File: src/sib_cfg.svh
`ifndef SIB_CFG_SVH
`define SIB_CFG_SVH

// ****************************************
// Widths
// ****************************************
// Address 32..64, data 32/64/128/256, user sideband 0..256
`define SIB_ADDR_W 32
`define SIB_DATA_W 32
`define SIB_USER_W 8

// ****************************************
// Register offsets
// ****************************************
`define SIB_REG_CTRL 8'h00
`define SIB_REG_LIMIT 8'h04
`define SIB_REG_STATUS 8'h08
`define SIB_REG_ERRCNT 8'h0c

// ****************************************
// Field positions and reset values
// ****************************************
`define SIB_CTRL_SEC_LSB 0
`define SIB_CTRL_EWR_BIT 2
`define SIB_CTRL_BRK_BIT 3
`define SIB_CTRL_MIR_BIT 4
`define SIB_CTRL_SYNC_LSB 5
`define SIB_CTRL_SLICE_LSB 8
`define SIB_CTRL_RST 32'h0000_0000
`define SIB_LIM_WR_LSB 0
`define SIB_LIM_RD_LSB 8
`define SIB_LIM_WR_MAX 7'h20
`define SIB_LIM_RD_MAX 7'h7f
`define SIB_LIM_MIN 7'h01
`define SIB_SLICE_FULL_BONUS 2'h2
`define SIB_SLICE_FWD_BONUS 2'h1

// ****************************************
// Address map
// ****************************************
`define SIB_TGT_BASE 32'h0000_0000
`define SIB_TGT_TOP 32'h7fff_ffff
`define SIB_SEC_BASE 32'h6000_0000
`define SIB_SEC_TOP 32'h7fff_ffff
`define SIB_GPV_BASE 32'hf000_0000
`define SIB_GPV_TOP 32'hf00f_ffff

// ****************************************
// Bus codes
// ****************************************
`define SIB_HTRANS_IDLE 2'h0
`define SIB_HTRANS_NONSEQ 2'h2
`define SIB_HTRANS_SEQ 2'h3
`define SIB_RESP_OKAY 2'h0
`define SIB_RESP_SLVERR 2'h2
`define SIB_RESP_DECERR 2'h3

`endif

File: src/sib_pkg.sv
package sib_pkg;
	typedef enum logic [1:0] {SIB_SEC_NONSEC, SIB_SEC_SECURE, SIB_SEC_PERACC} sib_sec_t;
	typedef enum logic [2:0] {SIB_IDLE, SIB_DATA, SIB_ISSUE, SIB_WAIT, SIB_ERR1} sib_state_t;
	typedef enum logic [1:0] {SIB_SLICE_NONE, SIB_SLICE_FWD, SIB_SLICE_FULL} sib_slice_t;
	typedef enum logic [2:0] {SIB_CDC_ASYNC, SIB_CDC_1_1, SIB_CDC_1_N, SIB_CDC_N_1,
		SIB_CDC_N_M} sib_cdc_t;
endpackage

File: src/sib_cnt_if.sv
`timescale 1ns/1ps
interface sib_cnt_if;
	logic inc;
	logic dec;
	logic [6:0] limit;
	logic [1:0] bonus;
	logic [7:0] count;
	logic full;
	modport ctl (output inc, dec, limit, bonus, input count, full);
	modport cnt (input inc, dec, limit, bonus, output count, full);
endinterface

File: src/sib_slave_interface_block.sv
// Behaviour
// - Unmapped or blocked address gets decode error
// - Error shown only under allowed options, unbroken
// - Write data never interleaved, master sends contiguously
// - Address 32..64 bits, data up to 256
// - User sideband width 0..256 bits
// - Secure port tags secure, reaches all
// - Non-secure port tags non-secure, blocked
// - Per-access mode follows the protNonsec input
// - Write acceptance limit one to thirty-two
// - Read acceptance limit one to 127
// - Full slice adds two, forward adds one
// - Slave variant uses select and both readies
// - Mirrored variant ignores select and ready-in
// - Word-invariant little-endian data bus
// - No broken bursts on mirrored port
// - Early response and broken bursts independent
// - Crossing mode selectable, async or ratio
// - Incrementing writes become singles, buffered response
//
// Our own choices: the register addresses and the AXI4-Lite interface to the registers.
`timescale 1ns/1ps
`include "sib_cfg.svh"
module sib_slave_interface_block
(
	// Clock and reset
	input wire logic sys_clk,
	input wire logic srst,
	// Register bus
	input wire logic [31:0] s_axi_awaddr,
	input wire logic s_axi_awvalid,
	output logic s_axi_awready,
	input wire logic [31:0] s_axi_wdata,
	input wire logic [3:0] s_axi_wstrb,
	input wire logic s_axi_wvalid,
	output logic s_axi_wready,
	output logic [1:0] s_axi_bresp,
	output logic s_axi_bvalid,
	input wire logic s_axi_bready,
	input wire logic [31:0] s_axi_araddr,
	input wire logic s_axi_arvalid,
	output logic s_axi_arready,
	output logic [31:0] s_axi_rdata,
	output logic [1:0] s_axi_rresp,
	output logic s_axi_rvalid,
	input wire logic s_axi_rready,
	// Upstream bus master port
	input wire logic hsel,
	input wire logic hreadyIn,
	input wire logic [`SIB_ADDR_W-1:0] haddr,
	input wire logic [1:0] htrans,
	input wire logic hwrite,
	input wire logic [2:0] hsize,
	input wire logic [2:0] hburst,
	input wire logic [3:0] hprot,
	input wire logic protNonsec,
	input wire logic [`SIB_USER_W-1:0] huser,
	input wire logic [`SIB_DATA_W-1:0] hwdata,
	output logic [`SIB_DATA_W-1:0] hrdata,
	output logic hreadyOut,
	output logic hresp,
	// Network side
	output logic netReqValid,
	input wire logic netReqReady,
	output logic [`SIB_ADDR_W-1:0] netAddr,
	output logic netWrite,
	output logic [2:0] netSize,
	output logic [2:0] netProt,
	output logic [`SIB_USER_W-1:0] netUser,
	output logic [`SIB_DATA_W-1:0] netWdata,
	input wire logic netRspValid,
	input wire logic netRspWrite,
	input wire logic [`SIB_DATA_W-1:0] netRspData,
	input wire logic [1:0] netRspResp,
	// Crossing selection
	output sib_pkg::sib_cdc_t cdcMode
);
	import sib_pkg::*;

	// ****************************************
	// Declarations
	// ****************************************
	logic [31:0] ctrlReg;
	logic [6:0] wrLimit;
	logic [6:0] rdLimit;
	logic [15:0] decErrCnt;
	logic [15:0] brokenCnt;
	logic [31:0] awAddrQ;
	logic [31:0] wDataQ;
	logic [3:0] wStrbQ;
	logic awHeld;
	logic wHeld;
	logic regWr;
	logic [31:0] regRd;
	logic [1:0] rdResp;
	sib_sec_t secMode;
	sib_slice_t sliceKind;
	logic ewrEn;
	logic brokenEff;
	logic mirrored;
	logic [1:0] bonus;
	sib_state_t state;
	sib_state_t next_state;
	logic take;
	logic idleSeen;
	logic secureTag;
	logic inTgt;
	logic inGpv;
	logic inSec;
	logic decErr;
	logic [3:0] beatsLeft;
	logic [3:0] burstLen;
	logic aWrite;
	logic [3:0] aProt;
	logic aFixed;
	logic aDecErr;
	logic posted;
	logic showErr;
	logic canIssue;
	logic rspHit;
	logic errTail;
	sib_cnt_if wrCnt ();
	sib_cnt_if rdCnt ();

	// ****************************************
	// Register bus
	// ****************************************
	function automatic logic [31:0] merge(input logic [31:0] old, input logic [31:0] d,
		input logic [3:0] s);
		logic [31:0] m;
		m = {{8{s[3]}}, {8{s[2]}}, {8{s[1]}}, {8{s[0]}}};
		merge = (old & ~m) | (d & m);
	endfunction

	function automatic logic [6:0] clampLim(input logic [6:0] v, input logic [6:0] mx);
		clampLim = (v < `SIB_LIM_MIN) ? `SIB_LIM_MIN : ((v > mx) ? mx : v);
	endfunction

	assign s_axi_awready = !awHeld && !s_axi_bvalid;
	assign s_axi_wready = !wHeld && !s_axi_bvalid;
	assign s_axi_arready = !s_axi_rvalid;
	assign regWr = awHeld && wHeld && !s_axi_bvalid;

	always_ff @(posedge sys_clk)
	begin
		if (srst)
		begin
			awHeld <= 1'b0;
			wHeld <= 1'b0;
			awAddrQ <= 32'h0000_0000;
			wDataQ <= 32'h0000_0000;
			wStrbQ <= 4'h0;
		end
		else
		begin
			if (s_axi_awvalid && s_axi_awready)
			begin
				awHeld <= 1'b1;
				awAddrQ <= s_axi_awaddr;
			end
			else if (regWr)
				awHeld <= 1'b0;
			if (s_axi_wvalid && s_axi_wready)
			begin
				wHeld <= 1'b1;
				wDataQ <= s_axi_wdata;
				wStrbQ <= s_axi_wstrb;
			end
			else if (regWr)
				wHeld <= 1'b0;
		end
	end

	always_ff @(posedge sys_clk)
	begin
		if (srst)
		begin
			s_axi_bvalid <= 1'b0;
			s_axi_bresp <= `SIB_RESP_OKAY;
		end
		else if (regWr)
		begin
			s_axi_bvalid <= 1'b1;
			s_axi_bresp <= (awAddrQ[31:8] == 24'h000000 && (awAddrQ[7:0] == `SIB_REG_CTRL
				|| awAddrQ[7:0] == `SIB_REG_LIMIT)) ? `SIB_RESP_OKAY : `SIB_RESP_SLVERR;
		end
		else if (s_axi_bready)
			s_axi_bvalid <= 1'b0;
	end

	// Control and limit registers
	always_ff @(posedge sys_clk)
	begin
		logic [31:0] nv;
		nv = merge(ctrlReg, wDataQ, wStrbQ);
		if (srst)
		begin
			ctrlReg <= `SIB_CTRL_RST;
			wrLimit <= `SIB_LIM_WR_MAX;
			rdLimit <= `SIB_LIM_RD_MAX;
		end
		else if (regWr && awAddrQ[31:8] == 24'h000000)
		begin
			if (awAddrQ[7:0] == `SIB_REG_CTRL)
			begin
				ctrlReg <= nv;
				if (nv[`SIB_CTRL_MIR_BIT])
					ctrlReg[`SIB_CTRL_BRK_BIT] <= 1'b0;
			end
			else if (awAddrQ[7:0] == `SIB_REG_LIMIT)
			begin
				nv = merge({17'h00000, rdLimit, 1'b0, wrLimit}, wDataQ, wStrbQ);
				wrLimit <= clampLim({1'b0, nv[`SIB_LIM_WR_LSB +: 6]}, `SIB_LIM_WR_MAX);
				rdLimit <= clampLim(nv[`SIB_LIM_RD_LSB +: 7], `SIB_LIM_RD_MAX);
			end
		end
	end

	always_comb
	begin
		regRd = 32'h0000_0000;
		rdResp = `SIB_RESP_OKAY;
		if (s_axi_araddr[31:8] != 24'h000000)
			rdResp = `SIB_RESP_SLVERR;
		else
			case (s_axi_araddr[7:0])
				`SIB_REG_CTRL: regRd = ctrlReg;
				`SIB_REG_LIMIT: regRd = {17'h00000, rdLimit, 1'b0, wrLimit};
				`SIB_REG_STATUS: regRd = {15'h0000, state == SIB_IDLE, rdCnt.count,
					wrCnt.count};
				`SIB_REG_ERRCNT: regRd = {brokenCnt, decErrCnt};
				default: rdResp = `SIB_RESP_SLVERR;
			endcase
	end

	always_ff @(posedge sys_clk)
	begin
		if (srst)
		begin
			s_axi_rvalid <= 1'b0;
			s_axi_rdata <= 32'h0000_0000;
			s_axi_rresp <= `SIB_RESP_OKAY;
		end
		else if (s_axi_arvalid && s_axi_arready)
		begin
			s_axi_rvalid <= 1'b1;
			s_axi_rdata <= regRd;
			s_axi_rresp <= rdResp;
		end
		else if (s_axi_rready)
			s_axi_rvalid <= 1'b0;
	end

	// ****************************************
	// Configuration decode
	// ****************************************
	assign secMode = sib_sec_t'(ctrlReg[`SIB_CTRL_SEC_LSB +: 2]);
	assign sliceKind = sib_slice_t'(ctrlReg[`SIB_CTRL_SLICE_LSB +: 2]);
	assign ewrEn = ctrlReg[`SIB_CTRL_EWR_BIT];
	assign mirrored = ctrlReg[`SIB_CTRL_MIR_BIT];
	assign brokenEff = ctrlReg[`SIB_CTRL_BRK_BIT] && !mirrored;
	assign cdcMode = sib_cdc_t'(ctrlReg[`SIB_CTRL_SYNC_LSB +: 3]);

	always_comb
	begin
		case (sliceKind)
			SIB_SLICE_FULL: bonus = `SIB_SLICE_FULL_BONUS;
			SIB_SLICE_FWD: bonus = `SIB_SLICE_FWD_BONUS;
			default: bonus = 2'h0;
		endcase
	end

	// ****************************************
	// Acceptance counters
	// ****************************************
	assign wrCnt.inc = netReqValid && netReqReady && netWrite;
	assign wrCnt.dec = netRspValid && netRspWrite;
	assign wrCnt.limit = wrLimit;
	assign wrCnt.bonus = bonus;
	assign rdCnt.inc = netReqValid && netReqReady && !netWrite;
	assign rdCnt.dec = netRspValid && !netRspWrite;
	assign rdCnt.limit = rdLimit;
	assign rdCnt.bonus = bonus;

	sib_acc_cnt wrCntInst (.sys_clk(sys_clk), .srst(srst), .cif(wrCnt.cnt));
	sib_acc_cnt rdCntInst (.sys_clk(sys_clk), .srst(srst), .cif(rdCnt.cnt));

	// ****************************************
	// Address phase and decode
	// ****************************************
	// select and ready-in qualify, except in the mirrored variant
	assign take = state == SIB_IDLE && (mirrored || (hsel && hreadyIn)) && htrans[1];
	assign idleSeen = state == SIB_IDLE && (mirrored || (hsel && hreadyIn))
		&& htrans == `SIB_HTRANS_IDLE;

	always_comb
	begin
		case (secMode)
			SIB_SEC_SECURE: secureTag = 1'b1;
			SIB_SEC_NONSEC: secureTag = 1'b0;
			default: secureTag = !protNonsec;
		endcase
	end

	assign inTgt = haddr >= `SIB_TGT_BASE && haddr <= `SIB_TGT_TOP;
	assign inGpv = haddr >= `SIB_GPV_BASE && haddr <= `SIB_GPV_TOP;
	assign inSec = haddr >= `SIB_SEC_BASE && haddr <= `SIB_SEC_TOP;
	assign decErr = !(inTgt || inGpv) || (!secureTag && inSec);

	assign burstLen = (hburst[2:1] == 2'h1) ? 4'h3 : (hburst[2:1] == 2'h2) ? 4'h7
		: (hburst[2:1] == 2'h3) ? 4'hf : 4'h0;

	always_ff @(posedge sys_clk)
	begin
		if (srst)
		begin
			netAddr <= '0;
			netWrite <= 1'b0;
			netSize <= 3'h0;
			netProt <= 3'h0;
			netUser <= '0;
			aWrite <= 1'b0;
			aProt <= 4'h0;
			aFixed <= 1'b0;
			aDecErr <= 1'b0;
		end
		else if (take)
		begin
			netAddr <= haddr;
			netWrite <= hwrite;
			netSize <= hsize;
			netProt <= {!hprot[0], !secureTag, hprot[1]};
			netUser <= huser;
			aWrite <= hwrite;
			aProt <= hprot;
			aFixed <= hburst[2:1] != 2'h0;
			aDecErr <= decErr;
		end
	end

	always_ff @(posedge sys_clk)
	begin
		if (srst)
			netWdata <= '0;
		else if (state == SIB_DATA)
			netWdata <= hwdata;
	end

	// Burst tracking for early termination
	always_ff @(posedge sys_clk)
	begin
		if (srst)
		begin
			beatsLeft <= 4'h0;
			brokenCnt <= 16'h0000;
		end
		else if (take && htrans == `SIB_HTRANS_NONSEQ)
		begin
			if (beatsLeft != 4'h0)
				brokenCnt <= brokenCnt + 16'h0001;
			beatsLeft <= burstLen;
		end
		else if (take && beatsLeft != 4'h0)
			beatsLeft <= beatsLeft - 4'h1;
		else if (idleSeen && beatsLeft != 4'h0)
		begin
			brokenCnt <= brokenCnt + 16'h0001;
			beatsLeft <= 4'h0;
		end
	end

	// ****************************************
	// Transfer sequencer
	// ****************************************
	assign posted = aWrite && ewrEn && aProt[3];
	assign showErr = (!ewrEn || !aProt[3]) && !(brokenEff && aFixed);
	assign canIssue = aWrite ? (!wrCnt.full && (posted || wrCnt.count == 8'h00))
		: !rdCnt.full;
	assign rspHit = netRspValid && (netRspWrite == aWrite);
	assign netReqValid = state == SIB_ISSUE && canIssue;

	always_comb
	begin
		next_state = state;
		case (state)
			SIB_IDLE:
				if (take)
					next_state = SIB_DATA;
			SIB_DATA:
				if (aDecErr)
					next_state = (showErr && !posted) ? SIB_ERR1 : SIB_IDLE;
				else
					next_state = SIB_ISSUE;
			SIB_ISSUE:
				if (netReqValid && netReqReady)
					next_state = posted ? SIB_IDLE : SIB_WAIT;
			SIB_WAIT:
				if (rspHit)
					next_state = (netRspResp[1] && showErr) ? SIB_ERR1 : SIB_IDLE;
			SIB_ERR1:
				next_state = SIB_IDLE;
			default:
				next_state = SIB_IDLE;
		endcase
	end

	always_ff @(posedge sys_clk)
	begin
		if (srst)
			state <= SIB_IDLE;
		else
			state <= next_state;
	end

	always_ff @(posedge sys_clk)
	begin
		if (srst)
			errTail <= 1'b0;
		else
			errTail <= state == SIB_ERR1;
	end

	assign hreadyOut = state == SIB_IDLE;
	assign hresp = state == SIB_ERR1 || (state == SIB_IDLE && errTail);

	always_ff @(posedge sys_clk)
	begin
		if (srst)
			hrdata <= '0;
		else if (state == SIB_WAIT && rspHit && !aWrite)
			hrdata <= netRspData;
	end

	always_ff @(posedge sys_clk)
	begin
		if (srst)
			decErrCnt <= 16'h0000;
		else if ((state == SIB_DATA && aDecErr)
			|| (state == SIB_WAIT && rspHit && netRspResp == `SIB_RESP_DECERR))
			decErrCnt <= decErrCnt + 16'h0001;
	end
endmodule

File: src/sib_acc_cnt.sv
`timescale 1ns/1ps
module sib_acc_cnt
(
	// Clock and reset
	input wire logic sys_clk,
	input wire logic srst,
	// Counter port
	sib_cnt_if.cnt cif
);
	// ****************************************
	// Outstanding transaction count
	// ****************************************
	always_ff @(posedge sys_clk)
	begin
		if (srst)
			cif.count <= 8'h00;
		else if (cif.inc && !cif.dec)
			cif.count <= cif.count + 8'h01;
		else if (cif.dec && !cif.inc && cif.count != 8'h00)
			cif.count <= cif.count - 8'h01;
	end

	assign cif.full = cif.count >= ({1'b0, cif.limit} + {6'h00, cif.bonus});
endmodule

File: config.mk
export PLATFORM = sky130hd
export DESIGN_NAME = sib_slave_interface_block
export DESIGN_NICKNAME = d
export VERILOG_FILES = /design/src/sib_pkg.sv /design/src/sib_cnt_if.sv /design/src/sib_slave_interface_block.sv /design/src/sib_acc_cnt.sv
export VERILOG_INCLUDE_DIRS = /design/src /design/src/src
export SDC_FILE = /design/constraint.sdc
export NUM_CORES = 1
export LEC_CHECK = 0
export ABC_CLOCK_PERIOD_IN_PS = 10100
export BUFFER_PORTS_ARGS = -buffer_cell sky130_fd_sc_hd__buf_4
export CAP_MARGIN = 20
export CORE_ASPECT_RATIO = 0.6
export CORE_MARGIN = 2
export CORE_UTILIZATION = 56
export CTS_CLUSTER_DIAMETER = 200
export CTS_CLUSTER_SIZE = 10
export DETAILED_ROUTE_END_ITERATION = 10
export PLACE_DENSITY = 0.85
export SLEW_MARGIN = 40
export SYNTH_ARGS = -nofsm -noshare
export SYNTH_HDL_FRONTEND = slang
export SYNTH_SLANG_ARGS = --single-unit
File: constraint.sdc
create_clock -name sys_clk -period 10.1 [get_ports sys_clk]
set_input_delay 1.01 -clock sys_clk [delete_from_list [all_inputs] [get_ports sys_clk]]
set_output_delay 1.01 -clock sys_clk [all_outputs]
set_load 0.02 [all_outputs]
Yosys cells after proc, flatten, opt, wreduce, memory -nomap -nowiden

Cells that the tools add are included.

$add $sub $neg: 9
Magnitude comparators: 11
Eq/ne operators: 22
Multiplexer cells: 42
Bitwise operators: 7
Reductions and logical operators: 100

Operators with widths:

| cell                                                             | count |
|---|---|
| one-hot mux 32 bit (4 select lines)                              | 1 |
| AND 32 bit                                                       | 2 |
| two-way mux 16 bit                                               | 4 |
| logical AND 1 bit                                                | 46 |
| adder 16 x 1 -> 16 bit, second input constant                    | 2 |
| >= comparator 32 x 1 -> 1 bit, second input constant             | 1 |
| >= comparator 32 x 31 -> 1 bit, second input constant            | 1 |
| >= comparator 32 bit, second input constant                      | 1 |
| less-or-equal comparator 32 x 31 -> 1 bit, second input constant | 1 |
| less-or-equal comparator 32 bit, second input constant           | 1 |
| two-way mux 32 bit                                               | 1 |
| two-way mux 8 bit                                                | 4 |
| inverter 32 bit                                                  | 1 |
| OR 32 bit                                                        | 1 |
| zero test 24 bit                                                 | 1 |
| zero test 8 bit                                                  | 3 |
| two-way mux 4 bit                                                | 6 |
| nonzero test 24 bit                                              | 1 |
| zero test 1 bit                                                  | 21 |
| two-way mux 3 bit                                                | 6 |
| adder 7 x 2 -> 8 bit                                             | 2 |
| adder 8 x 1 -> 8 bit, second input constant                      | 2 |
| == test 8 x 3 -> 1 bit, second input constant                    | 2 |
| == test 8 x 4 -> 1 bit, second input constant                    | 2 |
| other kinds (35)                                                 | 78 |

Register bits after elaboration: 327
Input bits: 232
Output and inout bits: 158
Word-level logic and storage cells: 221

Longest topological paths before layout

Depth in word-level cells: 15
Gate-level depth with buffers: 21

Cells and area by module

From an unflattened synthesis, not the netlist that was laid out.

Cells, all modules: 1703
Area total of the unflattened synthesis: 14274.9 um^2

By module, submodules not included:

| module                    | times used | cells each | area an instance (um^2) |
|---|---|---|---|
| sib_slave_interface_block | 1          | 1468       | 12290.5 |
| sib_acc_cnt (rdCntInst)   | 1          | 118        | 992.2 |
| sib_acc_cnt (wrCntInst)   | 1          | 117        | 992.2 |

Worst setup path after synthesis

No wires, ideal clock.

Path kind: register -> register
From: register (tool-made name)
To: register wrCntInst.cif.count[6]
Arrival: 3.859 ns
Data required time: 9.984 ns
Setup slack: 6.125 ns
Cell stages (with the launch flop): 21
Buffers on the path: 2
Cell sequence: dfxtp_1 > nor2b_1 > clkbuf_1 > xor2_1 > ha_1 > a21o_1 > xnor2_1 > ha_1 > o21ai_0 > a21oi_1 > o31ai_1 > and4_1 > clkbuf_1 > inv_1 > fa_1 > a21oi_1 > o211ai_1 > a21oi_1 > xnor2_1 > o211a_1 > a31o_2

RTL lines:

| what                 | RTL line          | RTL |
|---|---|---|
| end signal, assigned | sib_acc_cnt.sv:18 | `cif.count <= cif.count + 8'h01;` |
| end signal, assigned | sib_acc_cnt.sv:20 | `cif.count <= cif.count - 8'h01;` |
| end, declared        | sib_cnt_if.sv:10  | `modport cnt (input inc, dec, limit, bonus, output count, full);` |

==> qor.yml <==
drtAntennaViolNets: 0
postCtsSetupRepairBufs: 0
fmax_mhz: 207
synth_area_leaders: "dfxtp_1, nand2_1, a21oi_1, ha_1, nor2_1"
dr.pass1.iters: 5
rsz0062_at_grt: "no"
syn_avg_cell_area_um2: 8.09
syn_to_final_growth_pct: 29.6
place_congestion: 0.906
period_share_pct: 47.9
ctsHoldBuffers: 0
fp.dieW_um: 206
fp-row-count: 44
grt.overflow.total: 0
tns_ps: 0
grt_pass1_vias: 12100
synth_area_um2: 13600
slew_headroom_pct: 44.4
htree_levels: 2
coreArea_um2: 24100
multi_input_comb_area_um2: 6750
dp_slack_ps: 5380
rr_worst_depth: 18
io_pins: 390
cts_resized: 0
crit_type: "flip-flop to flip-flop"
clk-insertion-delay-late_ps: 530
wl_per_cell_um: 18.2
powerDensity_nw_per_um2: 183
antenna_found_initial: 0
vias_per_cell: 5.64
dieHeight_um: 125
drc: 0
synth-seq-cells: 321
worstSetupEndpointType: "flip-flop"
hold_viol_final: 0
worstPathMaxFanout: 9
grt_max_degree: 120
synth_edf_count: 0
fin_crit_ps: 4830
ys.flop_type: "dfxtp_1"
cts-buffers-inserted: 38
cp.required_ps: 10470
start_util_pct: 56.7
seqCellArea_um2: 6430
clockBufferDepth: 3
p_leak_nw: 7.23
wl_mm: 42.6
arrival_ps: 5210
postLayoutCellArea_um2: 17700
worst_pin_slew_ps: 833
min_path_type: "flip-flop to flip-flop"
yosysWarnings: 0
path_clk_slew_ps: 50
clockRootBuffer: "clkbuf_16"
post_dp_cell_area_um2: 16700
cap_violations: 0
ys_seq_area_share_pct: 47.1
fin_ws_ps: 5270
drt_iter0_markers: 1214
synthCells: 1687
yosysTopAreaCellShare_pct: 47.1
setup.worst_path.start_class: "flip-flop"
yosysTopAreaCell: "dfxtp_1"
io_buffers: 385
num_vias: 13200
async_flop_share_pct: 0
cts_tree: "done"
die-area_um2: 25700
num-fill-cells: 1776
outcome: "finished clean"
skew_ps: 16.6
drive_gt1_share_pct: 23.6
cts_sinks: 321
power_mw: 3.24
min_path_cells: 2
slew_viol_final: 0
synth_cell_types: 63
final_nets: 2285
setup_viol: 0
grt_pass1_wl_mm: 65.0
grt_use_total_pct: 32.0
vdd_drop_max_mv: 0.144
hpwlAfterDp_mm: 30.9
==> power by group <==
| part | leakage, nW | internal (mW) | switching (mW) |
|---|---|---|---|
| sequential | 2.60 | 1.33 | 0.0873 |
| clock | 0.501 | 0.686 | 0.494 |
| combinational | 4.12 | 0.305 | 0.336 |
| total | 7.23 | 2.32 | 0.917 |
==> registers in the layout, indices dropped and copies added (netlist names), 4 cells and up, named ones only <==
signal               cells
awAddrQ                 32
hrdata                  32
wrCntInst.cif.count      8
rdCnt.limit              7
rdCntInst.cif.count      8
decErrCnt               16
beatsLeft                4
brokenCnt               16
netAddr                 32
wStrbQ                   4
netWdata                32
wrCnt.limit              6
s_axi_rdata             32
netUser                  8
wDataQ                  32
==> worst max-delay path, stage by stage, from the launching register on <==
cell and delay [ps]:
dfxtp_1 430, nor2b_1 510, xor2_1 160, ha_1 230, a21oi_1 210, nor2_1 110
nand3_1 110, xor2_1 180, ha_1 270, nand2_1 70, o211ai_1 130, a2111o_1 610
ha_1 350, a21oi_1 210, o211ai_1 160, o41a_1 340, nor4_1 280, o21ai_0 150
nor3b_1 160
==> placed cells by master, fill, tap and decap left out, types with 3 or more instances in the layout <==
cell type  count
nor3_1        22
nand4b_1       4
xor2_1        26
buf_4        393
o21bai_1       3
dfxtp_1      321
nand2_2        3
o21ai_0       38
a21oi_1      252
mux2i_1        9
and4_1         3
nor4_1        20
mux2_2         3
a22o_1        19
o21a_1         3
a211oi_1       6
o211ai_1       7
nand2b_1       4
or3_1          9
nor3b_1        5
nand4_1        9
nand3_1       38
clkbuf_16     39
mux4_2        13
nor2b_1        9
a22oi_1       37
nand2_1      456
xnor2_1       19
and3_1        14
nor2_1       112
and2_1         3
or4_1          4
ha_1          35
nor4_2         3
inv_1         29
==> final cells by class <==
type | count | area share [%]
diodes | 1 | 0.0141
inverters | 29 | 0.615
clock inverters | 3 | 0.212
clock buffers | 40 | 5.54
multi-input cells | 1231 | 38.2
well taps | 322 | 2.28
repair buffers | 395 | 16.8
flip-flops and latches | 321 | 36.3
==> per-layer routing <==
layer	wire length, µm	track usage, %	vias to the layer above
li1	-	-	6399
met1	18100	44.7	6102
met2	18800	48.5	614
met3	4350	7.67	103
met4	1360	11.0	0
met5	0	0.564	-
==> cells in the mapped netlist (4+ instances only) <==
cell        n
xnor2_1    19
nor4_1     23
clkbuf_1   91
inv_1      29
nand2b_1    4
buf_1       7
a21oi_1   252
nand3_1    38
or4_1       4
nor2b_1     9
mux2i_1     9
xor2_1     26
and2_1      6
or3_1       9
nor3_1     24
nor3b_1     7
nand2_1   459
nor2_1    114
ha_1       35
dfxtp_1   321
nand4_1     9
o21ai_0    38
a22o_1     19
a211oi_1    6
a22oi_1    37
nand4b_1    4
mux4_2     13
and3_1     14
buf_4       6
o211ai_1    7
==> cells by family after synthesis <==
group	count (synthesis)	synth area share, %
flops	321	47.1
fa+ha+maj	38	3.58
buf+inv	136	3.98
simple gates	737	23.2
mux	25	3.05
other cells	1	0.0275
compound gates	384	16.2
xor+xnor	45	2.89
==> through the flow <==
step	instances	util, %	hold WS, ps
floorplan	1688	-	429
global placement	2298	69.1	441
detailed placement	2298	69.2	445
CTS	2341	73.5	453
global route	2341	73.5	466
finish	2342	73.5	452
==> path summary, 6_finish.rpt <==
path                      startpoint                                   to  slack [ps]
max reg2reg                flip-flop  rdCntInst.cif.count[7]$_SDFFE_PP0P_        5270
min reg2reg  netSize[2]$_SDFFE_PP0P_              netSize[2]$_SDFFE_PP0P_         450
min          netSize[2]$_SDFFE_PP0P_              netSize[2]$_SDFFE_PP0P_         450
max                        flip-flop  rdCntInst.cif.count[7]$_SDFFE_PP0P_        5270
Power figures use the tool's default switching activity.
